### src/hdl/serial_front_end_defs.vh
// Character codes and sizes for the remote serial command front end.
// Assumes inclusion by the front end file only; definitions only.
`ifndef SERIAL_FRONT_END_DEFS_VH
`define SERIAL_FRONT_END_DEFS_VH

// End of string, line feed
`define CHAR_EOS        8'h0a
// Local and remote toggle
`define CHAR_TOGGLE     8'h01
// First byte of the open sequence
`define CHAR_OPEN_FIRST 8'h03
// Second byte of the open sequence
`define CHAR_OPEN_SECOND 8'h02
// Address used when none is configured, ASCII A
`define CHAR_DEF_ADDR   8'h41
// Highest non-printable code
`define CHAR_CTRL_MAX   8'h1f
// Unit address value meaning not configured
`define ADDR_UNSET      8'h00
// Remote enable parameter value that enables remote operation
`define REMOTE_ENABLE_ON 8'h01
// Default depth and width of the transmit FIFO
`define TX_FIFO_DEPTH   8
`define TX_FIFO_AW      3
`define TX_FIFO_WIDTH   8

`endif

### src/hdl/remote_serial_command_front_end.v
// Remote serial command front end with its transmit FIFO.
// Assumes byte receive and transmit logic on ref_clk; no flow control lines.
`timescale 1ns/1ps
`include "serial_front_end_defs.vh"

module tx_byte_fifo
#(
	parameter WIDTH = `TX_FIFO_WIDTH,
	parameter DEPTH = `TX_FIFO_DEPTH,
	parameter AW    = `TX_FIFO_AW
)
(
	// Clock and reset
	input  wire             ref_clk,
	input  wire             reset,
	// Fill side
	input  wire [WIDTH-1:0] in_data,
	input  wire             in_valid,
	output wire             in_ready,
	// Drain side
	output wire [WIDTH-1:0] out_data,
	output wire             out_valid,
	input  wire             out_ready
);
	reg  [WIDTH-1:0] mem [0:DEPTH-1];
	reg  [AW-1:0]    wr_ptr_r;
	reg  [AW-1:0]    rd_ptr_r;
	reg  [AW:0]      count_r;
	wire             push;
	wire             pop;

	assign in_ready  = (count_r != DEPTH[AW:0]);
	assign out_valid = (count_r != {(AW+1){1'b0}});
	assign out_data  = mem[rd_ptr_r];
	assign push      = in_valid && in_ready;
	assign pop       = out_valid && out_ready;

	always @(posedge ref_clk)
	begin
		if (push)
			mem[wr_ptr_r] <= in_data;
	end

	always @(posedge ref_clk)
	begin
		if (reset)
		begin
			wr_ptr_r <= {AW{1'b0}};
			rd_ptr_r <= {AW{1'b0}};
			count_r  <= {(AW+1){1'b0}};
		end
		else
		begin
			if (push)
				wr_ptr_r <= (wr_ptr_r == DEPTH[AW-1:0] - 1'b1) ? {AW{1'b0}} : wr_ptr_r + 1'b1;
			if (pop)
				rd_ptr_r <= (rd_ptr_r == DEPTH[AW-1:0] - 1'b1) ? {AW{1'b0}} : rd_ptr_r + 1'b1;
			if (push && !pop)
				count_r <= count_r + 1'b1;
			else if (pop && !push)
				count_r <= count_r - 1'b1;
		end
	end
endmodule

module remote_serial_command_front_end
#(
	parameter FIFO_DEPTH = `TX_FIFO_DEPTH,
	parameter FIFO_AW    = `TX_FIFO_AW
)
(
	// Clock and reset
	input  wire       ref_clk,
	input  wire       reset,
	// Saved parameters
	input  wire [7:0] remote_enable_parameter,
	input  wire [7:0] unit_address_parameter,
	input  wire       service_request_mode,
	input  wire [7:0] service_request_char,
	// Received bytes from the serial receiver
	input  wire [7:0] rx_data,
	input  wire       rx_valid,
	// Bytes to the serial transmitter
	output wire [7:0] tx_data,
	output wire       tx_valid,
	input  wire       tx_ready,
	// Command bytes to the interpreter
	output reg  [7:0] cmd_data_r,
	output reg        cmd_valid_r,
	output reg        cmd_end_r,
	// Response bytes from the interpreter
	input  wire [7:0] rsp_data,
	input  wire       rsp_valid,
	input  wire       rsp_last,
	output wire       rsp_ready,
	// Events for service requests
	input  wire       event_pulse,
	// Mode and status
	output reg        remote_mode_r,
	output reg        unit_open_r,
	output reg        chain_reset_r,
	output reg        echo_overrun_r
);
	// Open sequence states
	localparam [1:0] SEQ_IDLE   = 2'b00;
	localparam [1:0] SEQ_FIRST  = 2'b01;
	localparam [1:0] SEQ_SECOND = 2'b10;

	reg  [1:0] seq_state_r;
	reg  [1:0] seq_state_nxt;
	reg        init_pending_r;
	reg        srq_pending_r;
	reg        eos_pending_r;
	reg        echo_pending_r;
	reg  [7:0] echo_data_r;
	reg  [7:0] fifo_in_data;
	reg        fifo_in_valid;
	reg        seq_open;
	reg        seq_close;
	reg        seq_bad;
	wire       fifo_in_ready;
	wire [7:0] own_address;
	wire       remote_allowed;
	wire       rx_ctrl;
	wire       push_echo;
	wire       push_srq;
	wire       push_eos;
	wire       push_rsp;

	// True for non-printable codes
	function is_ctrl;
		input [7:0] b;
		begin
			is_ctrl = (b <= `CHAR_CTRL_MAX);
		end
	endfunction

	// Address character in effect
	assign own_address = (unit_address_parameter == `ADDR_UNSET) ?
		`CHAR_DEF_ADDR : unit_address_parameter;

	// Remote needs enable; an unset address falls back to the default A, so it is never unset
	assign remote_allowed = (remote_enable_parameter == `REMOTE_ENABLE_ON) &&
		(own_address != `ADDR_UNSET);

	assign rx_ctrl = is_ctrl(rx_data);

	// Transmit arbitration: echo, then service request, then terminator, then responses
	assign push_echo = echo_pending_r;
	assign push_srq  = !echo_pending_r && srq_pending_r;
	assign push_eos  = !echo_pending_r && !srq_pending_r && eos_pending_r;
	assign push_rsp  = !echo_pending_r && !srq_pending_r && !eos_pending_r &&
		rsp_valid && remote_mode_r && unit_open_r;
	assign rsp_ready = fifo_in_ready && push_rsp;

	always @*
	begin
		fifo_in_data  = rsp_data;
		fifo_in_valid = 1'b0;
		if (push_echo)
		begin
			fifo_in_data  = echo_data_r;
			fifo_in_valid = 1'b1;
		end
		else if (push_srq)
		begin
			fifo_in_data  = service_request_char;
			fifo_in_valid = 1'b1;
		end
		else if (push_eos)
		begin
			fifo_in_data  = `CHAR_EOS;
			fifo_in_valid = 1'b1;
		end
		else if (push_rsp)
		begin
			fifo_in_data  = rsp_data;
			fifo_in_valid = 1'b1;
		end
	end

	// Open sequence decoding
	always @*
	begin
		seq_state_nxt = seq_state_r;
		seq_open      = 1'b0;
		seq_close     = 1'b0;
		seq_bad       = 1'b0;
		if (rx_valid)
		begin
			case (seq_state_r)
				SEQ_IDLE:
				begin
					if (rx_data == `CHAR_OPEN_FIRST)
						seq_state_nxt = SEQ_FIRST;
				end
				SEQ_FIRST:
				begin
					if (rx_data == `CHAR_OPEN_SECOND)
						seq_state_nxt = SEQ_SECOND;
					else
					begin
						seq_bad       = 1'b1;
						seq_state_nxt = SEQ_IDLE;
					end
				end
				SEQ_SECOND:
				begin
					seq_state_nxt = SEQ_IDLE;
					if (rx_ctrl)
						seq_bad = 1'b1;
					else if (rx_data == own_address)
						seq_open = 1'b1;
					else
						seq_close = 1'b1;
				end
				default:
					seq_state_nxt = SEQ_IDLE;
			endcase
		end
	end

	always @(posedge ref_clk)
	begin
		if (reset)
		begin
			seq_state_r    <= SEQ_IDLE;
			init_pending_r <= 1'b1;
			remote_mode_r  <= 1'b0;
			unit_open_r    <= 1'b0;
			chain_reset_r  <= 1'b0;
			cmd_data_r     <= 8'h00;
			cmd_valid_r    <= 1'b0;
			cmd_end_r      <= 1'b0;
			srq_pending_r  <= 1'b0;
			eos_pending_r  <= 1'b0;
			echo_pending_r <= 1'b0;
			echo_data_r    <= 8'h00;
			echo_overrun_r <= 1'b0;
		end
		else
		begin
			seq_state_r   <= seq_state_nxt;
			chain_reset_r <= seq_bad;
			cmd_valid_r   <= 1'b0;
			cmd_end_r     <= 1'b0;
			init_pending_r <= 1'b0;

			// Mode after reset follows the saved parameters
			if (init_pending_r)
				remote_mode_r <= remote_allowed;
			else if (rx_valid && rx_data == `CHAR_TOGGLE)
			begin
				// Every unit sees the same byte, so a remote chain goes local
				if (remote_mode_r)
					remote_mode_r <= 1'b0;
				else
					remote_mode_r <= remote_allowed;
			end

			// Unit selection
			if (seq_bad || (rx_valid && rx_data == `CHAR_TOGGLE))
				unit_open_r <= 1'b0;
			else if (seq_open && remote_mode_r)
				unit_open_r <= 1'b1;
			else if (seq_close)
				unit_open_r <= 1'b0;

			// Command bytes go on only to an open remote unit
			if (rx_valid && remote_mode_r && unit_open_r && seq_state_r == SEQ_IDLE)
			begin
				if (rx_data == `CHAR_EOS)
					cmd_end_r <= 1'b1;
				else if (!rx_ctrl)
				begin
					cmd_data_r  <= rx_data;
					cmd_valid_r <= 1'b1;
				end
			end

			// Echo of control bytes; a new one overruns an unsent one
			if (rx_valid && rx_ctrl)
			begin
				echo_data_r    <= rx_data;
				echo_pending_r <= 1'b1;
				if (echo_pending_r && !fifo_in_ready)
					echo_overrun_r <= 1'b1;
			end
			else if (push_echo && fifo_in_ready)
				echo_pending_r <= 1'b0;

			// Service request, set wins over clear
			if (event_pulse && service_request_mode && remote_mode_r)
				srq_pending_r <= 1'b1;
			else if (push_srq && fifo_in_ready)
				srq_pending_r <= 1'b0;

			// Terminator after the last response byte
			if (rsp_ready && rsp_last)
				eos_pending_r <= 1'b1;
			else if (push_eos && fifo_in_ready)
				eos_pending_r <= 1'b0;
		end
	end

	tx_byte_fifo
	#(
		.WIDTH (8),
		.DEPTH (FIFO_DEPTH),
		.AW    (FIFO_AW)
	)
	u_tx_fifo
	(
		.ref_clk   (ref_clk),
		.reset     (reset),
		.in_data   (fifo_in_data),
		.in_valid  (fifo_in_valid),
		.in_ready  (fifo_in_ready),
		.out_data  (tx_data),
		.out_valid (tx_valid),
		.out_ready (tx_ready)
	);
endmodule

### config.mk
export PLATFORM = sky130hd
export DESIGN_NAME = remote_serial_command_front_end
export DESIGN_NICKNAME = d
export VERILOG_FILES = /design/src/hdl/remote_serial_command_front_end.v
export VERILOG_INCLUDE_DIRS = /design/src /design/src/hdl
export SDC_FILE = /design/constraint.sdc
export NUM_CORES = 1
export LEC_CHECK = 0
export BUFFER_PORTS_ARGS = -buffer_cell sky130_fd_sc_hd__buf_2
export CAP_MARGIN = 20
export CORE_UTILIZATION = 30
export CTS_CLUSTER_SIZE = 8
export DETAILED_ROUTE_END_ITERATION = 7
export MAX_ROUTING_LAYER = met4
export PLACE_DENSITY = 0.53
export SYNTH_ARGS = -nofsm -noshare
export SYNTH_HDL_FRONTEND = slang
export SYNTH_SLANG_ARGS = --single-unit
### constraint.sdc
create_clock -name ref_clk -period 2.7 [get_ports ref_clk]
set_input_delay 0.135 -clock ref_clk [delete_from_list [all_inputs] [get_ports ref_clk]]
set_output_delay 0.135 -clock ref_clk [all_outputs]
set_load 0.01 [all_outputs]
==> results of run 1 <==
## Yosys cell counts, types with 2 or more instances
master / number
or2_2: 2
mux2_2: 9
nand2b_1: 5
buf_2: 3
mux2i_1: 12
a22oi_1: 10
clkbuf_1: 13
inv_1: 5
a21oi_1: 17
dfxtp_1: 41
edfxtp_1: 64
nand4_1: 3
mux4_2: 16
nand3_1: 5
and2_1: 4
a211o_1: 2
a31oi_1: 2
ha_1: 10
o21ai_0: 10
buf_1: 2
xor2_1: 7
or3_1: 4
nor3_1: 11
nor2b_1: 2
and3_1: 3
nor2_1: 39
nor4b_1: 2
nor4_1: 3
or4b_1: 2
nand2_1: 27
## per-stage QoR
| step | utilization | std cells |
|---|---|---|
| 6_report | 0.372 | 622 |
| 5_1_grt | 0.372 | 622 |
| 4_1_cts | 0.372 | 622 |
| 3_5_place_dp | 0.353 | 606 |
| 3_3_place_gp | 0.353 | 606 |
| 2_1_floorplan | - | 353 |
## flip-flops by register name, indices dropped and copies added, names as in the netlist, named ones only
signal,flops
srq_pending_r,1
echo_data_r,8
remote_mode_r,1
cmd_valid_r,1
chain_reset_r,1
u_tx_fifo.mem,64
seq_state_r,2
init_pending_r,1
unit_open_r,1
eos_pending_r,1
echo_pending_r,1
echo_overrun_r,1
cmd_data_r,8
u_tx_fifo.count_r,4
cmd_end_r,1
u_tx_fifo.wr_ptr_r,3
u_tx_fifo.rd_ptr_r,3
## logic make-up after synthesis
| group | share of synthesized area |
|---|---|
| AO/OA/AOI/OAI | 0.0720 |
| XOR/XNOR | 0.0154 |
| adder cells (fa/ha/maj) | 0.0320 |
| buffers and inverters | 0.0199 |
| flip-flops | 0.605 |
| multiplexers | 0.128 |
| AND/OR/NAND/NOR | 0.128 |
## power by group through the flow
| stage | registers (mW) | clock network, mW | logic, mW |
|---|---|---|---|
| 2_1_floorplan | 1.82 | 0 | 0.565 |
| 3_5_place_dp | 1.84 | 0 | 0.824 |
| 4_1_cts | 1.80 | 1.23 | 0.828 |
| 3_3_place_gp | 1.83 | 0 | 0.818 |
| 5_1_grt | 1.81 | 1.28 | 0.919 |
| 6_report | 1.80 | 1.20 | 0.824 |
## layer usage
| layer | GRT usage | share of wire | wire (µm) |
|---|---|---|---|
| met5 | - | 0 | 0 |
| met4 | 0.0344 | 0.0094 | 95 |
| met3 | 0.0278 | 0.035 | 347 |
| met2 | 0.216 | 0.47 | 4700 |
| met1 | 0.177 | 0.49 | 4920 |
## worst reg2reg max path, delay by kind of cell (launching register included)
kind                     cells  cell delay, ps
AO/OA/AOI/OAI                2             330
adder cells (fa/ha/maj)      2             440
buffers and inverters        1              90
flip-flops                   1             350
multiplexers                 2             560
AND/OR/NAND/NOR              2             640
## layout make-up
| class | count | area [µm²] |
|---|---|---|
| well taps | 184 | 230 |
| flip-flops and latches | 105 | 2740 |
| repair buffers | 87 | 475 |
| fillers | 1420 | 9200 |
| inverters | 5 | 18.8 |
| clock inverters | 6 | 42.5 |
| clock buffers | 10 | 229 |
| multi-input cells | 225 | 1710 |
## worst min path at each step
stage | cells after the start | from | slack, ps | endpoint
floorplan | 0 | reset | 160 | init_pending_r
global placement | 3 | remote_enable_parameter[0] | 430 | remote_mode_r
detailed placement | 3 | remote_enable_parameter[0] | 430 | remote_mode_r
CTS | 3 | remote_enable_parameter[0] | 60 | remote_mode_r
global route | 3 | remote_enable_parameter[0] | 80 | remote_mode_r
finish | 3 | remote_enable_parameter[0] | 80 | remote_mode_r
==> results.md, run 1 <==
- Grt total ovfl: 0
- CTS resizes: 0
- Most used cell, CP: ha_1
- P_leak: 2.02 nW
- H-tree depth: 3
- Io pins: 72
- Vias in the first global route: 2975
- ANT nets after route: 0
- Final worst-path cycle share: 0.939
- Setup Buffers After CTS: 0
- CTS tree: yes
- Initial DRC Count: 149
- Final setup vio count: 0
- Most common cell after layout, fill and taps aside: buf_2
- Synthesized area: 0.00454 mm²
- Clock Tree Buf Depth: 2
- Hold-fix buffers, CTS: 0
- Delay-heaviest family, CP: simple AND/OR/NAND/NOR gates
- Slew Limit Fails: 0
- Pre-CTS setup slack: 129 ps
- Combinational Power Share: 0.215
- Worst path max stage delay: 530 ps
- Clock buffer count from CTS: 9
- Peak supply drop: 400 µV
- Worst R2R Setup Slack: 170 ps
- Final wirelength: 10100 µm
- Critical path type: register to register
- Internal power: 2.83 mW
- Row cnt: 44
- Core region area: 0.0146 mm²
- Failing checks: DRC
- Largest net degree at the start of global routing: 39
- Initial Util: 0.310
- Async SR Flop Fraction: 0
- Tot GR Track Use: 0.136
- FMAX: 394 MHz
- Worst skew pair latency: 340 ps
- Unique cell type count in the Yosys netlist: 48
- CTS Sinks: 105
- DR pass1 iterations: 8
- Fraction of final layout cells sized beyond drive strength 1: 0.299
- P per Cell Area: 703 mW/mm²
- Final HPWL DP: 7020 µm
- CP required: 2930 ps
- Antenna cells: 0
- Die area: 0.0156 mm²
- Vias: 3044
- Slowest library cell on the worst path: or4_4
- Worst Path Buf+Inv: 1
- Final WS setup: 165 ps
- Area contributors post-synth: edfxtp_1, dfxtp_1, mux4_2
- Fin. Hold Viols: 0
- Worst Skew: 5.04 ps
- R2R cell count: 9
- Largest area contributor in the netlist: edfxtp_1
- Register area share after synthesis: 0.605
- DRC errors left: 4
- Crit path from: u_tx_fifo.count_r[0]
- TNS Setup: 0 ps
- DR vias/cell: 4.89
- Final nets: 492
- Port Buf Inserts: 71
- Chip height: 125 µm
- RSZ-0062 raised after global routing: no
- Global-route wire length before repair: 15700 µm
- Synth Instances: 353
- Net Switching: 998 µW
- Critical Path End Type: register
- Rel. slew slack: 0.359
- Crit path max fanout: 5
- Ys flop type: edfxtp_1
- Syn Area/Cell: 12.8 µm²
- Post-Syn Nets: 412
- Commonest non-fill, non-tap cells in the layout: buf_2, edfxtp_1, dfxtp_1
- Reg clk slew, reported paths: 70 ps
- Crit. path cell count: 9
- CP Launch Type: register
- P&R area growth vs syn: 20.1%
- GP Congestion: 0.852
- Post-layout instance area: 0.00545 mm²
- Clock network power share: 0.314
- Worst slew pin tran: 957 ps
- Switching share of total power: 0.261
- Warnings from Yosys: 0
- Worst reg2reg path endpoint: u_tx_fifo.count_r[3]
- Flop pwr share: 0.471
- Root buffer cell: clkbuf_16
- Initial antenna violation count: 0
- Fraction of synthesized cell area taken by the top area cell type: 0.424
- Outcome: finished, violations left
- Crit path DAT: 2770 ps
- Seq cells post-synth: 105
- Crit-path cells: or4_4, nand2_1, ha_1, inv_1, ha_1, a21o_1, a21oi_1, mux2i_1, mux2_2
- Overall Power: 3.83 mW
- Tmin final: 2530 ps
- Placed inst area: 0.00517 mm²
- Max Cap Viol: 0
- Hold Path Class: input port to register
- Reg2reg start: u_tx_fifo.count_r[0]
- Worst setup path endpoint: u_tx_fifo.count_r[3]
- Min Hold Slack: 75.5 ps
- DR WL/cell: 16.2 µm
- Chip Width: 125 µm
- Post-synth EDFFs: 64
Power figures use the tool's default switching activity.
==> inputs of run 2 (changes only) <==
PLACE_DENSITY = unset   (was 0.53)
==> results.md, run 2 (synthesized netlist as in run 1, its figures left out) <==
- Outcome: finished, violations left
- Failing checks: DRC
- Grt total ovfl: 0
- Commonest non-fill, non-tap cells in the layout: buf_2, edfxtp_1, nor2_1, dfxtp_1, nand2_1
- Register name with the most flops: u_tx_fifo.mem
- Antenna cells: 0
- Clock Tree Buf Depth: 2
- Tmin final: 2580 ps
- Vias in the first global route: 3057
- Final Non-Filler Cells: 622
- DRC errors left: 8
- Max Cap Viol: 0
- Min-delay src: remote_enable_parameter[0]
- Chip Width: 125 µm
- Fin. Hold Viols: 0
- DR WL/cell: 15.5 µm
- Critical path type: register to register
- Critical Path End Type: register
- CP required: 2930 ps
- P&R area growth vs syn: 20.6%
- Root buffer cell: clkbuf_16
- Min-Delay Path Depth: 3
- Final HPWL DP: 6890 µm
- Final nets: 492
- Tot GR Track Use: 0.134
- P_leak: 2.04 nW
- Worst R2R Setup Slack: 120 ps
- CTS Sinks: 105
- Vias: 2980
- Reg2reg start: u_tx_fifo.count_r[0]
- Global-route wire length before repair: 15600 µm
- DR vias/cell: 4.79
- Min Hold Slack: 78.7 ps
- Regs by FF count: u_tx_fifo.mem x64, cmd_data_r x8, echo_data_r x8
- Crit path from: u_tx_fifo.count_r[0]
- Rel. slew slack: 0.402
- Fill cell count: 1421
- Peak supply drop: 351 µV
- P per Cell Area: 707 mW/mm²
- Crit path DAT: 2810 ps
- H-tree depth: 3
- Most common cell after layout, fill and taps aside: buf_2
- Max reg flops: 64
- Crit path max fanout: 5
- Row cnt: 44
- Final setup vio count: 0
- DR pass1 iterations: 6
- FMAX: 388 MHz
- Reg clk slew, reported paths: 70 ps
- R2R cell count: 9
- RSZ-0062 raised after global routing: no
- CP Launch Type: register
- Worst reg2reg path endpoint: u_tx_fifo.count_r[3]
- Placed insts: 606
- Slew Limit Fails: 0
- Final worst-path cycle share: 0.955
- GP Congestion: 0.814
- Final WS setup: 121 ps
- Hold-fix buffers, CTS: 0
- Initial Util: 0.310
- Hold Path Class: input port to register
- Initial antenna violation count: 0
- TNS Setup: 0 ps
- Die area: 0.0156 mm²
- Port Buf Inserts: 71
- Clock buffer count from CTS: 9
- ANT nets after route: 0
- Worst skew pair latency: 340 ps
- Initial DRC Count: 150
- Chip height: 125 µm
- Overall Power: 3.87 mW
- Hold EP: remote_mode_r
- Core region area: 0.0146 mm²
- Largest net degree at the start of global routing: 39
- Final wirelength: 9660 µm
- Pre-CTS setup slack: 71.9 ps
- Worst slew pin tran: 894 ps
- Fraction of final layout cells sized beyond drive strength 1: 0.311
- CTS tree: yes
- Worst Skew: 8.68 ps
- Io pins: 72
-- run 2: changes by cell type in the layout (fill, tap and decap cells not counted), sizes merged --
cell	delta
clkbuf	+1
inv	-1
-- run 2: final cells by class --
class / count / area, µm² / area share
inverters: 5 / 18.8 / 0.00343
clock buffers: 11 / 243 / 0.0444
repair buffers: 87 / 475 / 0.0869
flip-flops and latches: 105 / 2750 / 0.502
clock inverters: 5 / 40.0 / 0.00732
multi-input cells: 225 / 1720 / 0.314
well taps: 184 / 230 / 0.0421
-- run 2: worst max path at each step --
stage	to	slack, ps	cells past startpoint
global route	u_tx_fifo.count_r[3]	40	9
detailed placement	u_tx_fifo.count_r[3]	70	9
CTS	u_tx_fifo.count_r[3]	60	9
floorplan	u_tx_fifo.count_r[3]	30	9
finish	u_tx_fifo.count_r[3]	120	9
global placement	u_tx_fifo.count_r[3]	160	9
-- run 2: routing by layer --
| metal | part of all wire | vias to the layer above | GRT usage |
|---|---|---|---|
| li1 | - | 1486 | - |
| met1 | 0.45 | 1415 | 0.159 |
| met2 | 0.50 | 73 | 0.226 |
| met3 | 0.035 | 6 | 0.0300 |
| met4 | 0.013 | 0 | 0.0409 |
| met5 | 0 | - | - |
-- run 2: repair_timing --
| action | CTS | global route |
|---|---|---|
| hold endpoints to repair | 0 | 0 |
| endpoints found under the setup margin | 0 | 1 |
| gates resized for setup | 0 | 5 |
| buffers inserted | 0 | 0 |
-- run 2: stage by stage --
step,util,instance area (µm²)
global placement,0.353,5170
detailed placement,0.353,5170
global route,0.373,5470
CTS,0.372,5450
finish,0.373,5470
floorplan,-,4540
-- run 2: report_power, final --
group / total (mW) / internal, mW / switching [mW]
registers: 1.81 / 1.76 / 0.0527
logic: 0.847 / 0.453 / 0.394
clock network: 1.21 / 0.657 / 0.553
-- run 2: critical path, stage by stage (launching register included) --
cell and delay, ps:
dfxtp_2 360, or4_4 540, nand2_1 100, ha_1 170, inv_1 100, ha_1 300, a21o_1 200, a21oi_2 150
mux2i_1 210, mux2_2 350
